==> config.mk <==
export PLATFORM = sky130hd
export DESIGN_NAME = pdcr_config_regs
export DESIGN_NICKNAME = d
export VERILOG_FILES = /design/src/rtl/pdcr_pkg.sv /design/src/rtl/pdcr_config_regs.sv /design/src/rtl/pdcr_byte_shifter.sv
export SDC_FILE = /design/constraint.sdc
export NUM_CORES = 1
export LEC_CHECK = 0
export ABC_AREA = 1
export CORE_MARGIN = 5
export CORE_UTILIZATION = 59
export DETAILED_ROUTE_END_ITERATION = 6
export DONT_BUFFER_PORTS = 1
export PLACE_DENSITY = 0.87
export SYNTH_ARGS = -nofsm -noshare
export SYNTH_HDL_FRONTEND = slang
export SYNTH_SLANG_ARGS = --single-unit
==> constraint.sdc <==
create_clock -name mclk -period 34.4 [get_ports mclk]
set_clock_uncertainty 0.15 [all_clocks]
set_input_delay 10.32 -clock mclk [delete_from_list [all_inputs] [get_ports mclk]]
set_output_delay 10.32 -clock mclk [all_outputs]
set_load 0.03 [all_outputs]
==> src/rtl/pdcr_pkg.sv <==
// package for the pll divider configuration register block
// assumes one byte-wide register space reached over a three-wire serial port
package pdcr_pkg;

  // ==========================================================================
  // register offsets (seven-bit space, from the command byte)
  localparam logic [6:0] OFF_FB_HIGH = 7'h3c;
  localparam logic [6:0] OFF_FB_LOW = 7'h3d;
  localparam logic [6:0] OFF_REM_LOW = 7'h3e;
  localparam logic [6:0] OFF_Q_LOW = 7'h3f;
  localparam logic [6:0] OFF_SETTING_BASE = 7'h10;
  localparam logic [6:0] OFF_REF_HIGH = 7'h18;
  localparam logic [6:0] OFF_REF_LOW = 7'h19;
  localparam logic [6:0] OFF_POST_DIV = 7'h1a;
  localparam logic [6:0] OFF_WRITE_LIMIT = 7'h40;

  // ==========================================================================
  // reset values
  localparam logic [7:0] RST_FB_HIGH = 8'hff;
  localparam logic [7:0] RST_FB_LOW = 8'h80;
  localparam logic [7:0] RST_REM_LOW = 8'h02;
  localparam logic [7:0] RST_Q_LOW = 8'h04;
  localparam logic [7:0] RST_SETTING = 8'h00;
  localparam logic [0:0] RST_REF_HIGH = 1'h1 - 1'h1;
  localparam logic [7:0] RST_REF_LOW = 8'h01;
  localparam logic [6:0] RST_POST_DIV = 7'h01;

  // ==========================================================================
  // field positions and arithmetic constants
  localparam int CMD_READ_POS = 7;
  localparam int FB_LOW_POS = 4;
  localparam int REM_LOW_POS = 3;
  localparam int Q_LOW_POS = 5;
  localparam int SHIFT_POS = 2;
  localparam logic [2:0] SHIFT_BASE = 3'h4;
  localparam int LOG_MAX = 11;
  localparam int NUM_SETTINGS = 8;

  // reassembled divider fields
  typedef struct packed {
    logic [11:0] feedback;
    logic [8:0] remainder;
    logic [5:0] quotient;
    logic [2:0] shift;
    logic [1:0] band;
  } pdcr_cfg_type;

  // divider terms worked out from feedback count and reference divider
  typedef struct packed {
    logic [2:0] shift;
    logic [15:0] scaled;
    logic [15:0] quotient;
    logic [8:0] remainder;
  } pdcr_terms_type;

endpackage

==> src/rtl/pdcr_config_regs.sv <==
// pll divider configuration registers with serial access and setting select
// assumes serial pins and select pins are asynchronous to mclk, and vco_tick
// is a one-cycle pulse already in the mclk domain
`timescale 1ns/100ps

module pdcr_config_regs #(
  parameter int NUM_SETTINGS = pdcr_pkg::NUM_SETTINGS
) (
  // clock and reset
  input wire logic mclk,
  input wire logic rst,
  // serial configuration port
  input wire logic ser_clk,
  input wire logic ser_frame_n,
  input wire logic ser_din,
  output logic ser_dout,
  output logic ser_dout_oe,
  // setting select pins
  input wire logic setting_select_bit0,
  input wire logic setting_select_bit1,
  input wire logic setting_select_bit2,
  // vco tick in, divided tick out
  input wire logic vco_tick,
  output logic out_tick,
  // configuration outputs
  output pdcr_pkg::pdcr_cfg_type cfg,
  output pdcr_pkg::pdcr_terms_type terms,
  output logic [8:0] ref_divider,
  output logic [7:0] active_setting,
  output logic [1:0] second_set_vco_band
);

  // ==========================================================================
  // elaboration check
  if (NUM_SETTINGS != 8) begin : g_bad_count
    $error("three select pins address exactly eight settings");
  end

  typedef enum logic [1:0] {ST_IDLE, ST_CMD, ST_DATA, ST_HOLD} pdcr_state_type;

  // ==========================================================================
  // pin synchronisers
  logic [5:0] pin_meta_reg;
  logic [5:0] pin_sync_reg;
  logic clk_prev_reg;
  wire [5:0] pin_raw = {setting_select_bit2, setting_select_bit1,
    setting_select_bit0, ser_din, ser_frame_n, ser_clk};

  always_ff @(posedge mclk or posedge rst) begin
    if (rst) begin
      pin_meta_reg <= 6'h02;
      pin_sync_reg <= 6'h02;
      clk_prev_reg <= 1'b0;
    end else begin
      pin_meta_reg <= pin_raw;
      pin_sync_reg <= pin_meta_reg;
      clk_prev_reg <= pin_sync_reg[0];
    end
  end

  wire frame_active = !pin_sync_reg[1];
  wire bit_strobe = frame_active && pin_sync_reg[0] && !clk_prev_reg;
  wire [2:0] sel_pins = pin_sync_reg[5:3];

  // ==========================================================================
  // serial frame: command byte (bit 7 read, 6:0 offset), then one data byte
  pdcr_state_type state_reg, state_next;
  logic [7:0] cmd_reg;
  logic [7:0] rx_byte;
  logic rx_done;
  logic [7:0] rd_byte;
  logic tx_bit;

  wire cmd_read = cmd_reg[pdcr_pkg::CMD_READ_POS];
  wire [6:0] offset = cmd_reg[6:0];
  wire load_rd = (state_reg == ST_CMD) && rx_done &&
    rx_byte[pdcr_pkg::CMD_READ_POS];
  wire wr_en = (state_reg == ST_DATA) && rx_done && !cmd_read &&
    (offset < pdcr_pkg::OFF_WRITE_LIMIT);

  // next-state decode; leaving the frame always returns to idle
  always_comb begin
    state_next = state_reg;
    case (state_reg)
      ST_IDLE: state_next = frame_active ? ST_CMD : ST_IDLE;
      ST_CMD: state_next = rx_done ? ST_DATA : ST_CMD;
      ST_DATA: state_next = rx_done ? ST_HOLD : ST_DATA;
      ST_HOLD: state_next = ST_HOLD;
      default: state_next = ST_IDLE;
    endcase
    if (!frame_active) begin
      state_next = ST_IDLE;
    end
  end

  always_ff @(posedge mclk or posedge rst) begin
    if (rst) begin
      state_reg <= ST_IDLE;
      cmd_reg <= 8'h00;
    end else begin
      state_reg <= state_next;
      if (state_reg == ST_CMD && rx_done) begin
        cmd_reg <= rx_byte;
      end
    end
  end

  pdcr_byte_shifter u_shifter (
    .mclk(mclk),
    .rst(rst),
    .clear(!frame_active),
    .bit_strobe(bit_strobe),
    .bit_in(pin_sync_reg[2]),
    .load(load_rd),
    .load_byte(rd_byte),
    .byte_out(rx_byte),
    .bit_out(tx_bit),
    .byte_done(rx_done)
  );

  // drive the data pin only while a read byte is going out
  assign ser_dout_oe = (state_reg == ST_DATA) && cmd_read;
  assign ser_dout = ser_dout_oe && tx_bit;

  // ==========================================================================
  // register file
  logic [7:0] fb_high_reg, fb_low_reg, rem_low_reg, q_low_reg;
  logic [7:0] ref_low_reg;
  logic ref_high_reg;
  logic [6:0] post_div_reg;
  logic [7:0] setting_reg [NUM_SETTINGS];

  wire [6:0] set_rel = offset - pdcr_pkg::OFF_SETTING_BASE;
  wire set_hit = (offset >= pdcr_pkg::OFF_SETTING_BASE) &&
    (set_rel < 7'(NUM_SETTINGS));

  always_ff @(posedge mclk or posedge rst) begin
    if (rst) begin
      fb_high_reg <= pdcr_pkg::RST_FB_HIGH;
      fb_low_reg <= pdcr_pkg::RST_FB_LOW;
      rem_low_reg <= pdcr_pkg::RST_REM_LOW;
      q_low_reg <= pdcr_pkg::RST_Q_LOW;
      ref_high_reg <= pdcr_pkg::RST_REF_HIGH;
      ref_low_reg <= pdcr_pkg::RST_REF_LOW;
      post_div_reg <= pdcr_pkg::RST_POST_DIV;
    end else if (wr_en) begin
      case (offset)
        pdcr_pkg::OFF_FB_HIGH: fb_high_reg <= rx_byte;
        pdcr_pkg::OFF_FB_LOW: fb_low_reg <= rx_byte;
        pdcr_pkg::OFF_REM_LOW: rem_low_reg <= rx_byte;
        pdcr_pkg::OFF_Q_LOW: q_low_reg <= rx_byte;
        pdcr_pkg::OFF_REF_HIGH: ref_high_reg <= rx_byte[0];
        pdcr_pkg::OFF_REF_LOW: ref_low_reg <= rx_byte;
        pdcr_pkg::OFF_POST_DIV: post_div_reg <= rx_byte[6:0];
        default: ;
      endcase
    end
  end

  // one byte per stored control setting
  for (genvar i = 0; i < NUM_SETTINGS; i++) begin : g_setting
    always_ff @(posedge mclk or posedge rst) begin
      if (rst) begin
        setting_reg[i] <= pdcr_pkg::RST_SETTING;
      end else if (wr_en && set_hit && set_rel == 7'(i)) begin
        setting_reg[i] <= rx_byte;
      end
    end
  end

  // read-back mux; unmapped offsets read as zero
  always_comb begin
    rd_byte = 8'h00;
    case (rx_byte[6:0])
      pdcr_pkg::OFF_FB_HIGH: rd_byte = fb_high_reg;
      pdcr_pkg::OFF_FB_LOW: rd_byte = fb_low_reg;
      pdcr_pkg::OFF_REM_LOW: rd_byte = rem_low_reg;
      pdcr_pkg::OFF_Q_LOW: rd_byte = q_low_reg;
      pdcr_pkg::OFF_REF_HIGH: rd_byte = {7'h00, ref_high_reg};
      pdcr_pkg::OFF_REF_LOW: rd_byte = ref_low_reg;
      pdcr_pkg::OFF_POST_DIV: rd_byte = {1'b0, post_div_reg};
      default: rd_byte = 8'h00;
    endcase
    if (rx_byte[6:0] >= pdcr_pkg::OFF_SETTING_BASE &&
        rx_byte[6:0] < pdcr_pkg::OFF_REF_HIGH) begin
      rd_byte = setting_reg[rx_byte[2:0]];
    end
  end

  // ==========================================================================
  // field reassembly: high part from lower offset, low part from next
  wire [11:0] fb_count = {fb_high_reg, fb_low_reg[7:pdcr_pkg::FB_LOW_POS]};
  wire [8:0] ref_div = {ref_high_reg, ref_low_reg};
  pdcr_pkg::pdcr_cfg_type cfg_next;

  always_comb begin
    cfg_next.feedback = fb_count;
    cfg_next.remainder = {fb_low_reg[3:0],
      rem_low_reg[7:pdcr_pkg::REM_LOW_POS]};
    cfg_next.quotient = {rem_low_reg[2:0],
      q_low_reg[7:pdcr_pkg::Q_LOW_POS]};
    cfg_next.shift = q_low_reg[4:pdcr_pkg::SHIFT_POS];
    cfg_next.band = q_low_reg[1:0];
  end

  // ==========================================================================
  // divider terms; a wide combinational divide, registered once per cycle
  pdcr_pkg::pdcr_terms_type terms_next;
  logic [3:0] log_k;
  logic [15:0] ref16;
  logic [15:0] prod;

  always_comb begin
    log_k = 4'h0;
    ref16 = {7'h00, ref_div};
    for (int k = 1; k <= pdcr_pkg::LOG_MAX; k++) begin
      if (({12'h000, ref_div} << k) <= {9'h000, fb_count}) begin
        log_k = 4'(k);
      end
    end
    // below unity ratio the shift stops at the base value
    if (fb_count < {3'h0, ref_div} || log_k >= 4'(pdcr_pkg::SHIFT_BASE)) begin
      terms_next.shift = (fb_count < {3'h0, ref_div}) ?
        pdcr_pkg::SHIFT_BASE : 3'h0;
    end else begin
      terms_next.shift = pdcr_pkg::SHIFT_BASE - log_k[2:0];
    end
    terms_next.scaled = {4'h0, fb_count} << terms_next.shift;
    terms_next.quotient = (ref_div == 9'h000) ? 16'h0000 :
      terms_next.scaled / ref16;
    prod = 16'(ref16 * terms_next.quotient);
    terms_next.remainder = 9'(terms_next.scaled - prod);
  end

  // ==========================================================================
  // output registers: applied setting, fields, terms
  logic [7:0] active_reg;
  pdcr_pkg::pdcr_cfg_type cfg_reg;
  pdcr_pkg::pdcr_terms_type terms_reg;

  always_ff @(posedge mclk or posedge rst) begin
    if (rst) begin
      active_reg <= pdcr_pkg::RST_SETTING;
      cfg_reg <= '0;
      terms_reg <= '0;
    end else begin
      active_reg <= setting_reg[sel_pins];
      cfg_reg <= cfg_next;
      terms_reg <= terms_next;
    end
  end

  assign active_setting = active_reg;
  assign cfg = cfg_reg;
  assign terms = terms_reg;
  assign second_set_vco_band = cfg_reg.band;
  assign ref_divider = ref_div;

  // ==========================================================================
  // post divider on vco ticks; zero is served as one
  logic [6:0] div_cnt_reg;
  logic out_tick_reg;
  wire [6:0] post_div_eff = (post_div_reg == 7'h00) ? 7'h01 : post_div_reg;

  always_ff @(posedge mclk or posedge rst) begin
    if (rst) begin
      div_cnt_reg <= 7'h00;
      out_tick_reg <= 1'b0;
    end else begin
      out_tick_reg <= vco_tick && (div_cnt_reg >= post_div_eff - 7'h01);
      if (vco_tick) begin
        div_cnt_reg <= (div_cnt_reg >= post_div_eff - 7'h01) ? 7'h00 :
          div_cnt_reg + 7'h01;
      end
    end
  end

  assign out_tick = out_tick_reg;

  // helper: vco ticks since the last output tick, and a post divider edit flag
  logic [7:0] since_reg;
  logic pd_edit_reg;
  always_ff @(posedge mclk or posedge rst) begin
    if (rst) begin
      since_reg <= 8'h00;
      pd_edit_reg <= 1'b1;
    end else begin
      if (out_tick_reg) begin
        since_reg <= {7'h00, vco_tick};
      end else if (vco_tick) begin
        since_reg <= since_reg + 8'h01;
      end
      pd_edit_reg <= (wr_en && offset == pdcr_pkg::OFF_POST_DIV) ||
        (pd_edit_reg && !out_tick_reg);
    end
  end
endmodule

==> src/rtl/pdcr_byte_shifter.sv <==
// byte shift register for the serial configuration port
// assumes bit strobes come from a synchronised, edge-detected serial clock
`timescale 1ns/100ps

module pdcr_byte_shifter (
  // clock and reset
  input wire logic mclk,
  input wire logic rst,
  // control
  input wire logic clear,
  input wire logic bit_strobe,
  input wire logic bit_in,
  input wire logic load,
  input wire logic [7:0] load_byte,
  // results
  output logic [7:0] byte_out,
  output logic bit_out,
  output logic byte_done
);

  logic [7:0] shift_reg;
  logic [2:0] count_reg;
  logic done_reg;

  // msb leaves first, new bits enter at the lsb
  always_ff @(posedge mclk or posedge rst) begin
    if (rst) begin
      shift_reg <= 8'h00;
      count_reg <= 3'h0;
      done_reg <= 1'b0;
    end else if (clear) begin
      count_reg <= 3'h0;
      done_reg <= 1'b0;
    end else if (load) begin
      shift_reg <= load_byte;
      done_reg <= 1'b0;
    end else begin
      if (bit_strobe) begin
        shift_reg <= {shift_reg[6:0], bit_in};
        count_reg <= count_reg + 3'h1;
      end
      done_reg <= bit_strobe && (count_reg == 3'h7);
    end
  end

  assign byte_out = shift_reg;
  assign bit_out = shift_reg[7];
  assign byte_done = done_reg;
endmodule

* Word-level counts from Yosys, hierarchy flattened
Cells that the tools add are included.
Widths: inputs -> output; s select.
** Operators by class
- Add/subtract/negate cells :: 6
- Multiply operators :: 1
- Div/mod/pow operators :: 1
- $lt $le $gt $ge :: 21
- Equality and inequality tests :: 26
- Shifts and indexed selects :: 1
- Muxes and demuxes :: 35
- Bitwise logic cells :: 3
- Reduce and logical (&&, ||, !) cells :: 41
** Operator list (count)
- $eq 7x6->1 const B :: 8
- $mux 8 :: 7
- $pmux 8 s7 :: 1
- $bmux 8 s3 :: 2
- $eq 7x5->1 const B :: 6
- $mux 4 :: 10
- $eq 7x3->1 const B :: 4
- $logic_and 1x1->1 :: 22
- $le 20x12->1 :: 1
- $le 19x12->1 :: 1
- $le 18x12->1 :: 1
- $reduce_and 2->1 :: 9
- $le 17x12->1 :: 1
- $div 16x9->16 :: 1
- $le 16x12->1 :: 1
- $mul 9x16->9 :: 1
- $mux 16 :: 1
- $shl 12x3->16 :: 1
- $le 15x12->1 :: 1
- $mux 3 :: 5
- $eq 7x2->1 const B :: 2
- $ge 7x5->1 const B :: 2
- $le 14x12->1 :: 1
- $logic_not 7->1 :: 2
- 33 further kinds :: 44
** Word-level totals
- Register bits :: 239
- Bits of input ports :: 9
- Output and inout port bits :: 98
- Logic and storage cells :: 170

* Longest topological paths before layout
Gate-level depths: netlist of run 1.
- Depth after elaboration :: 20
- Depth in mapped cells :: 282
- Mapped depth without buffers :: 273

* Hierarchy
Synthesis of run 1 repeated with hierarchy kept, for this count alone.
** Unflattened totals
- Cells, all modules :: 2543
- Area total of the unflattened synthesis :: 19232.2 sq um
** Modules (own cells, without submodules)
- pdcr_config_regs :: times used 1, cells an instance 2455, area an instance 18566.6 sq um, sequential area each 5699.2 sq um
- pdcr_byte_shifter :: times used 1, cells an instance 88, area an instance 665.6 sq um, sequential area each 300.3 sq um

* Worst setup path before layout of run 1
Ideal clock, no wire load.
- Path kind :: reg2reg
- Start point :: register ref_low_reg[1]
- End point :: register terms_reg, in the netlist terms[8]
- Library setup time :: 0.118 ns
- Arrival :: 35.153 ns
- Data required time :: 34.132 ns
- Setup slack :: -1.021 ns
- Stages on the path, launching flop included :: 262
- Path buffers :: 10
- Clock period less this slack :: 35.421 ns
- Path through :: dfrtp_1 > clkbuf_1 > inv_1 > ha_1 > a21boi_1 > o211ai_1 > nand2_1 > a221oi_1 > nor2_8 > nand2_4 > buf_6 > nand2_2 > nand3_1 > nand3_2 > inv_1 > ha_1 > nand2_1 > nor2_1 > [... 226 more ...] > fa_1 > inv_1 > fa_1 > inv_1 > ha_1 > inv_1 > o21bai_1 > a21o_1 > a21oi_1 > xor2_1 > or2_1 > nand2_1 > nand2_1 > nand2_1 > o21ai_1 > nand2_1 > xor2_1 > inv_1
** RTL lines
- from (decl) :: line pdcr_config_regs.sv:128 : logic [7:0] ref_low_reg;
- from (signal assigned) :: line pdcr_config_regs.sv:144 : ref_low_reg <= pdcr_pkg::RST_REF_LOW;
- from (signal assigned) :: line pdcr_config_regs.sv:153 : pdcr_pkg::OFF_REF_LOW: ref_low_reg <= rx_byte;
- to (signal assigned) :: line pdcr_config_regs.sv:249 : terms_reg <= terms_next;
- to (decl) :: line pdcr_config_regs.sv:239 : pdcr_pkg::pdcr_terms_type terms_reg;

==> results by group, run 1 <==
Worst setup path
  • Crit-path most repeated cell: nand2_1
  • CP Capture Type: flop
  • Bufs and invs on worst path: 46
  • Reg2reg start: fb_high_reg[4]
  • CP Data Arrival Time: 34.40 ns
  • Reg2Reg Setup Slack: 0.31 ns
  • Critical Path RT: 34.70 ns
  • CP Class: flop to flop
  • Delay-heaviest family, CP: compound AO/OA/AOI/OAI gates
  • Startpoint types: flop
  • Worst-path cell with the longest stage delay: dfstp_2
  • CP Max Fanout: 7
  • Max stage delay on crit path: 0.58 ns
  • Crit path from: fb_high_reg[4]

Synth
  • Ranking of synthesized cells by area: dfrtp_1, ha_1, nand2_1
  • FFs w/ async S/R, synth: 100%
  • Synthesized Nets: 2777
  • Cell taking the most area after synthesis: dfrtp_1
  • Ys flop type: dfrtp_1
  • Syn. warnings: 0
  • #FFs+latches synth: 239
  • Post-Synthesis Cells: 2527
  • Post-synth EDFFs: 0
  • Yosys top cell area share: 29.3%
  • Syn Area/Cell: 7.57 um^2
  • Mapped cell area: 0.0191 mm^2
  • Sequential-to-total area share from yosys stat: 31.4%
  • Yosys cell types: 61

Clock tree
  • CTS clk-pin slew, worst paths: 0.07 ns
  • CTS Buf Count: 26
  • Root buffer cell: clkbuf_16
  • Hold_buf cts: 0
  • CTS HTree Levels: 1
  • Clk buf depth: 3
  • Clock sinks: 239
  • Worst skew pair latency: 0.59 ns
  • CTS tree: done

Drt
  • DRT Wirelength: 64.4 mm
  • DRT antenna net count: 0
  • Initial DRC Count: 2356
  • Wire length per cell: 20.4 um
  • Vias per Instance: 6.21
  • DR vias: 19573
  • Drt pass-1 iters: 6
  • Drt drc: 0

Timing
  • Slew margin rel.: 25.4%
  • Fin Hold WS: 0.199 ns
  • Endpoints failing setup: 0
  • Pins Over Slew Limit: 0
  • Endpoints failing hold: 0
  • Slew of the pin with the lowest slew margin: 1.12 ns
  • Fmax achieved: 29.3 MHz
  • Final Cycle Share: 99.1%
  • Min Tclk post-route: 34.09 ns

Pwr
  • VDD IR max: 0.0414 mV
  • Power density cells: 28.0 mW/mm^2
  • Static Leak: 0.0116 uW

Layout
  • Most common cell after layout, fill and taps aside: nand2_1
  • Final #Nets: 2940
  • Fillers: 2292
  • Number of flip-flops in the largest register: 64
  • Area delta synth->final: 19.9%
  • Fin area: 0.0229 mm^2
  • Layout cells sized above 1: 20.8%
  • Most frequent cells in the layout: nand2_1, inv_1, o21ai_0

Die
  • Die height: 190 um
  • IO Pins: 107
  • Row count: 66
  • Die area: 0.0361 mm^2
  • Chip width: 190 um
  • Starting density of the core: 59.2%
  • CORE AREA: 0.0323 mm^2

Global routing
  • GRT Total Usage: 31.7%
  • Largest net degree at the start of global routing: 160
  • Initial antenna violation count: 4
  • Vias in the first global route: 17878
  • Global-route wire length before repair: 92.7 mm
  • GR Overflow Total: 0

Worst hold path
  • Worst min-delay path startpoint: pin_meta_reg[0]
  • HP Class: flop to flop

Place
  • Placed instance area: 0.0200 mm^2
  • DP Wirelength: 42.3 mm
  • Port-buffer cells: 0
  • Placer's final routability congestion estimate: 0.965

Run
  • Max Cap Viol: 0

Outcome
  • Status: finished, final reports clean
-- synth_stat cells, types with 22 or more instances --
library cell / number
dfrtp_1: 224
ha_1: 219
fa_1: 22
xor2_1: 58
a22oi_1: 24
nand2_2: 23
clkbuf_1: 52
xnor2_1: 33
nand2_1: 574
nor3_1: 32
nor2_1: 186
o21ai_0: 245
nand3_1: 133
inv_1: 296
nand4_1: 27
a21oi_1: 88
inv_2: 25
o21ai_1: 29
-- logic make-up after synthesis --
logic type	synth area share [%]
DFF	31.4
adders and majority gates	16.6
AOI/OAI and AO/OA	15.3
buffers and inverters	7.91
and+or+nand+nor	24.4
xor gates and xnor gates	4.28
muxes	0.105
-- area by class of cell --
class | count | area [um^2] | share of cell area, %
inverters | 327 | 1300 | 5.66
multi-input cells | 1897 | 12600 | 54.8
clock buffers | 32 | 713 | 3.11
diodes | 1 | 2.50 | 0.0109
well taps | 442 | 553 | 2.41
clock inverters | 16 | 225 | 0.982
flip-flops and latches | 239 | 6010 | 26.2
repair inverters | 1 | 5.00 | 0.0218
repair buffers | 198 | 1560 | 6.81
-- layer usage --
| layer | global-route usage [%] | up-vias | part of all wire (%) |
|---|---|---|---|
| met3 | 5.60 | 414 | 11 |
| met5 | 0 | - | 0.053 |
| met2 | 51.2 | 1308 | 45 |
| li1 | - | 8714 | - |
| met4 | 14.4 | 4 | 6.9 |
| met1 | 41.7 | 9133 | 37 |
-- through the flow --
step	instances	power (uW)	setup slack (ns)	util (%)	setup TNS, ns
final	3153	642	0.307	71.0	0
after global routing	3152	658	-1.57	71.0	-3.28
after CTS	3051	640	0.0279	65.7	0
after detailed placement	2978	337	-1.58	61.9	-3.20
after global placement	2978	336	0.369	61.9	0
after floorplan	2527	321	0.0110	-	0
-- timing repair --
item                       4_1_cts  5_1_grt
setup buffers                   25       99
hold endpoints to repair         0        0
gates resized for setup         33      223
setup endpoints to repair        6        9
cloned                           0        2
pin swaps                        9      167
-- power breakdown --
part	leakage, uW	switching [uW]	internal, uW
clock	0.000444	129	179
combinational	0.00790	34.7	6.80
sequential	0.00323	6.76	286
total	0.0116	171	471
-- path summary, 6_finish.rpt --
check	endpoint	depth (start not counted)
max	terms[8]	257
min	pin_sync_reg[0]	0
max reg2reg	terms[8]	257
min reg2reg	pin_sync_reg[0]	0
max in group asynchronous	ref_low_reg[1]	2
min in group asynchronous	cfg[3]	1
No activity file was read; power rests on OpenSTA's default activity.
==> run 2: changes to the inputs <==
Settings changed: CORE_ASPECT_RATIO set to 0.75, MAX_ROUTING_LAYER set to met4.
==> results by group, run 2 (synthesized netlist as in run 1, its figures left out) <==
Clock tree
  • CTS clk-pin slew, worst paths: 0.07 ns (about the same)
  • CTS Buf Count: 26 (unchanged)
  • Root buffer cell: clkbuf_16 (unchanged)
  • CTS HTree Levels: 1 (unchanged)
  • Clk buf depth: 3 (unchanged)
  • Clock sinks: 239 (unchanged)
  • Hold_buf cts: 0 (unchanged)
  • Worst skew pair latency: 0.56 ns (was 0.59 ns)
  • CTS tree: done (unchanged)

Run
  • Max Cap Viol: 0 (unchanged)

Global routing
  • Vias in the first global route: 17035 (was 17878)
  • Met1 usage: 45.6% (was 41.7%)
  • GRT Total Usage: 31.7% (about the same)
  • Largest net degree at the start of global routing: 91 (was 160)
  • Initial antenna violation count: 1 (was 4)
  • GR Util met3: 6.93% (was 5.60%)
  • Gr busiest metal: met1 (was met2)
  • Global-route wire length before repair: 90.8 mm (was 92.7 mm)
  • GR Overflow Total: 0 (unchanged)
  • Met2 GRT Util: 44.5% (was 51.2%)

Die
  • CORE AREA: 0.0322 mm^2 (was 0.0323 mm^2)
  • Chip width: 218 um (was 190 um)
  • Die area: 0.0362 mm^2 (was 0.0361 mm^2)
  • IO Pins: 107 (unchanged)
  • Starting density of the core: 59.5% (was 59.2%)
  • Row count: 57 (was 66)
  • Die height: 166 um (was 190 um)

Timing
  • Fmax achieved: 29.6 MHz (was 29.3 MHz)
  • Final Cycle Share: 98.2% (was 99.1%)
  • Min Tclk post-route: 33.79 ns (was 34.09 ns)
  • Slew of the pin with the lowest slew margin: 1.18 ns (was 1.12 ns)
  • Fin Hold WS: 0.200 ns (was 0.199 ns)
  • Final WS setup: 0.607 ns (was 0.307 ns)
  • Endpoints failing setup: 0 (unchanged)
  • Pins Over Slew Limit: 0 (unchanged)
  • Endpoints failing hold: 0 (unchanged)
  • Slew margin rel.: 20.5% (was 25.4%)

Worst setup path
  • Reg2reg end: terms[8] (unchanged)
  • Bufs and invs on worst path: 51 (was 46)
  • Delay-heaviest family, CP: compound AO/OA/AOI/OAI gates (unchanged)
  • CP Class: flop to flop (unchanged)
  • Reg2Reg Setup Slack: 0.61 ns (was 0.31 ns)
  • FF-to-FF path depth: 257 (unchanged)
  • Startpoint types: flop (unchanged)
  • Max stage delay on crit path: 0.57 ns (was 0.58 ns)
  • CP Capture Type: flop (unchanged)
  • Stages on worst setup path: 257 (unchanged)
  • Crit path from: fb_high_reg[5] (was fb_high_reg[4])
  • Worst-path cell with the longest stage delay: dfstp_2 (unchanged)
  • Critical Path End: terms[8] (unchanged)
  • Critical Path RT: 34.70 ns (about the same)
  • Reg2reg start: fb_high_reg[5] (was fb_high_reg[4])
  • CP Data Arrival Time: 34.10 ns (was 34.40 ns)
  • CP Max Fanout: 8 (was 7)
  • Crit-path most repeated cell: nand2_2 (was nand2_1)

Drt
  • DR vias: 18948 (was 19573)
  • Initial DRC Count: 2496 (was 2356)
  • Vias per Instance: 6.05 (was 6.21)
  • DRT antenna net count: 0 (unchanged)
  • Drt drc: 0 (unchanged)
  • Wire length per cell: 19.5 um (was 20.4 um)
  • DRT Wirelength: 61.0 mm (was 64.4 mm)
  • Drt pass-1 iters: 7 (was 6)

Worst hold path
  • HP Class: flop to flop (unchanged)

Place
  • Placer's final routability congestion estimate: 0.968 (was 0.965)
  • Dpl cells: 2976 (was 2978)
  • Port-buffer cells: 0 (unchanged)
  • DP Wirelength: 41.9 mm (was 42.3 mm)
  • Placement Setup Slack: -2.22 ns (was -1.58 ns)

Pwr
  • Power density cells: 29.4 mW/mm^2 (was 28.0 mW/mm^2)
  • VDD IR max: 0.0350 mV (was 0.0414 mV)
  • Static Leak: 0.0115 uW (was 0.0116 uW)

Layout
  • Area delta synth->final: 18.3% (was 19.9%)
  • Layout cells sized above 1: 19.3% (was 20.8%)
  • Most common cell after layout, fill and taps aside: nand2_1 (unchanged)
  • Post-Layout Cell Count: 3134 (was 3153)
  • Most frequent cells in the layout: nand2_1, inv_1, o21ai_0, dfrtp_1, ha_1 (was nand2_1, inv_1, o21ai_0)
  • Number of flip-flops in the largest register: 64 (unchanged)
  • Post-layout util: 70.4% (was 71.0%)
  • Final #Nets: 2921 (was 2940)

Outcome
  • Status: finished, final reports clean (unchanged)
run 2: repair_timing:
| item | CTS | global route |
|---|---|---|
| setup buffers | 32 | 77 |
| gates resized for setup | 35 | 191 |
| pin swaps | 13 | 148 |
| cloned | 0 | 0 |
| hold endpoints to repair | 0 | 0 |
| endpoints found under the setup margin | 7 | 9 |
run 2: layout make-up:
cell class / count / area [um^2]
Multi-Input combinational cell: 1896 / 12400
Fill cell: 2344 / 9530
Sequential cell: 239 / 6000
Timing Repair Buffer: 181 / 1390
Inverter: 327 / 1280
Clock buffer: 36 / 728
Tap cell: 442 / 553
Clock inverter: 12 / 282
Antenna cell: 1 / 2.50
run 2: where the power goes:
group          switching [uW]  internal [uW]
clock network             123            209
logic                    34.2           6.38
registers                6.90            286
total                     164            501
run 2: metal layers:
metal  share of wire, %  wire, um  up-vias
li1                   -         -     8671
met1                 42     25300     8845
met2                 42     25700     1207
met3                 12      7210      225
met4                4.5      2770        0
met5                  0         0        -
run 2: worst min path at each step:
stage | startpoint | to | slack, ns | cells past startpoint
after floorplan | pin_meta_reg[0] | pin_sync_reg[0] | 0.18 | 0
after global placement | pin_meta_reg[4] | pin_sync_reg[4] | 0.18 | 0
after detailed placement | pin_meta_reg[5] | pin_sync_reg[5] | 0.19 | 0
after CTS | pin_meta_reg[3] | pin_sync_reg[3] | 0.20 | 0
after global routing | pin_meta_reg[0] | pin_sync_reg[0] | 0.21 | 0
final | pin_meta_reg[2] | pin_sync_reg[2] | 0.20 | 0
run 2: stage by stage:
stage / TNS, ns / area (um^2) / power [uW]
after global placement: 0 / 20000 / 336
final: 0 / 22600 / 665
after global routing: -2.46 / 22600 / 683
after detailed placement: -7.23 / 20000 / 336
after floorplan: 0 / 19200 / 321
after CTS: 0 / 21300 / 663
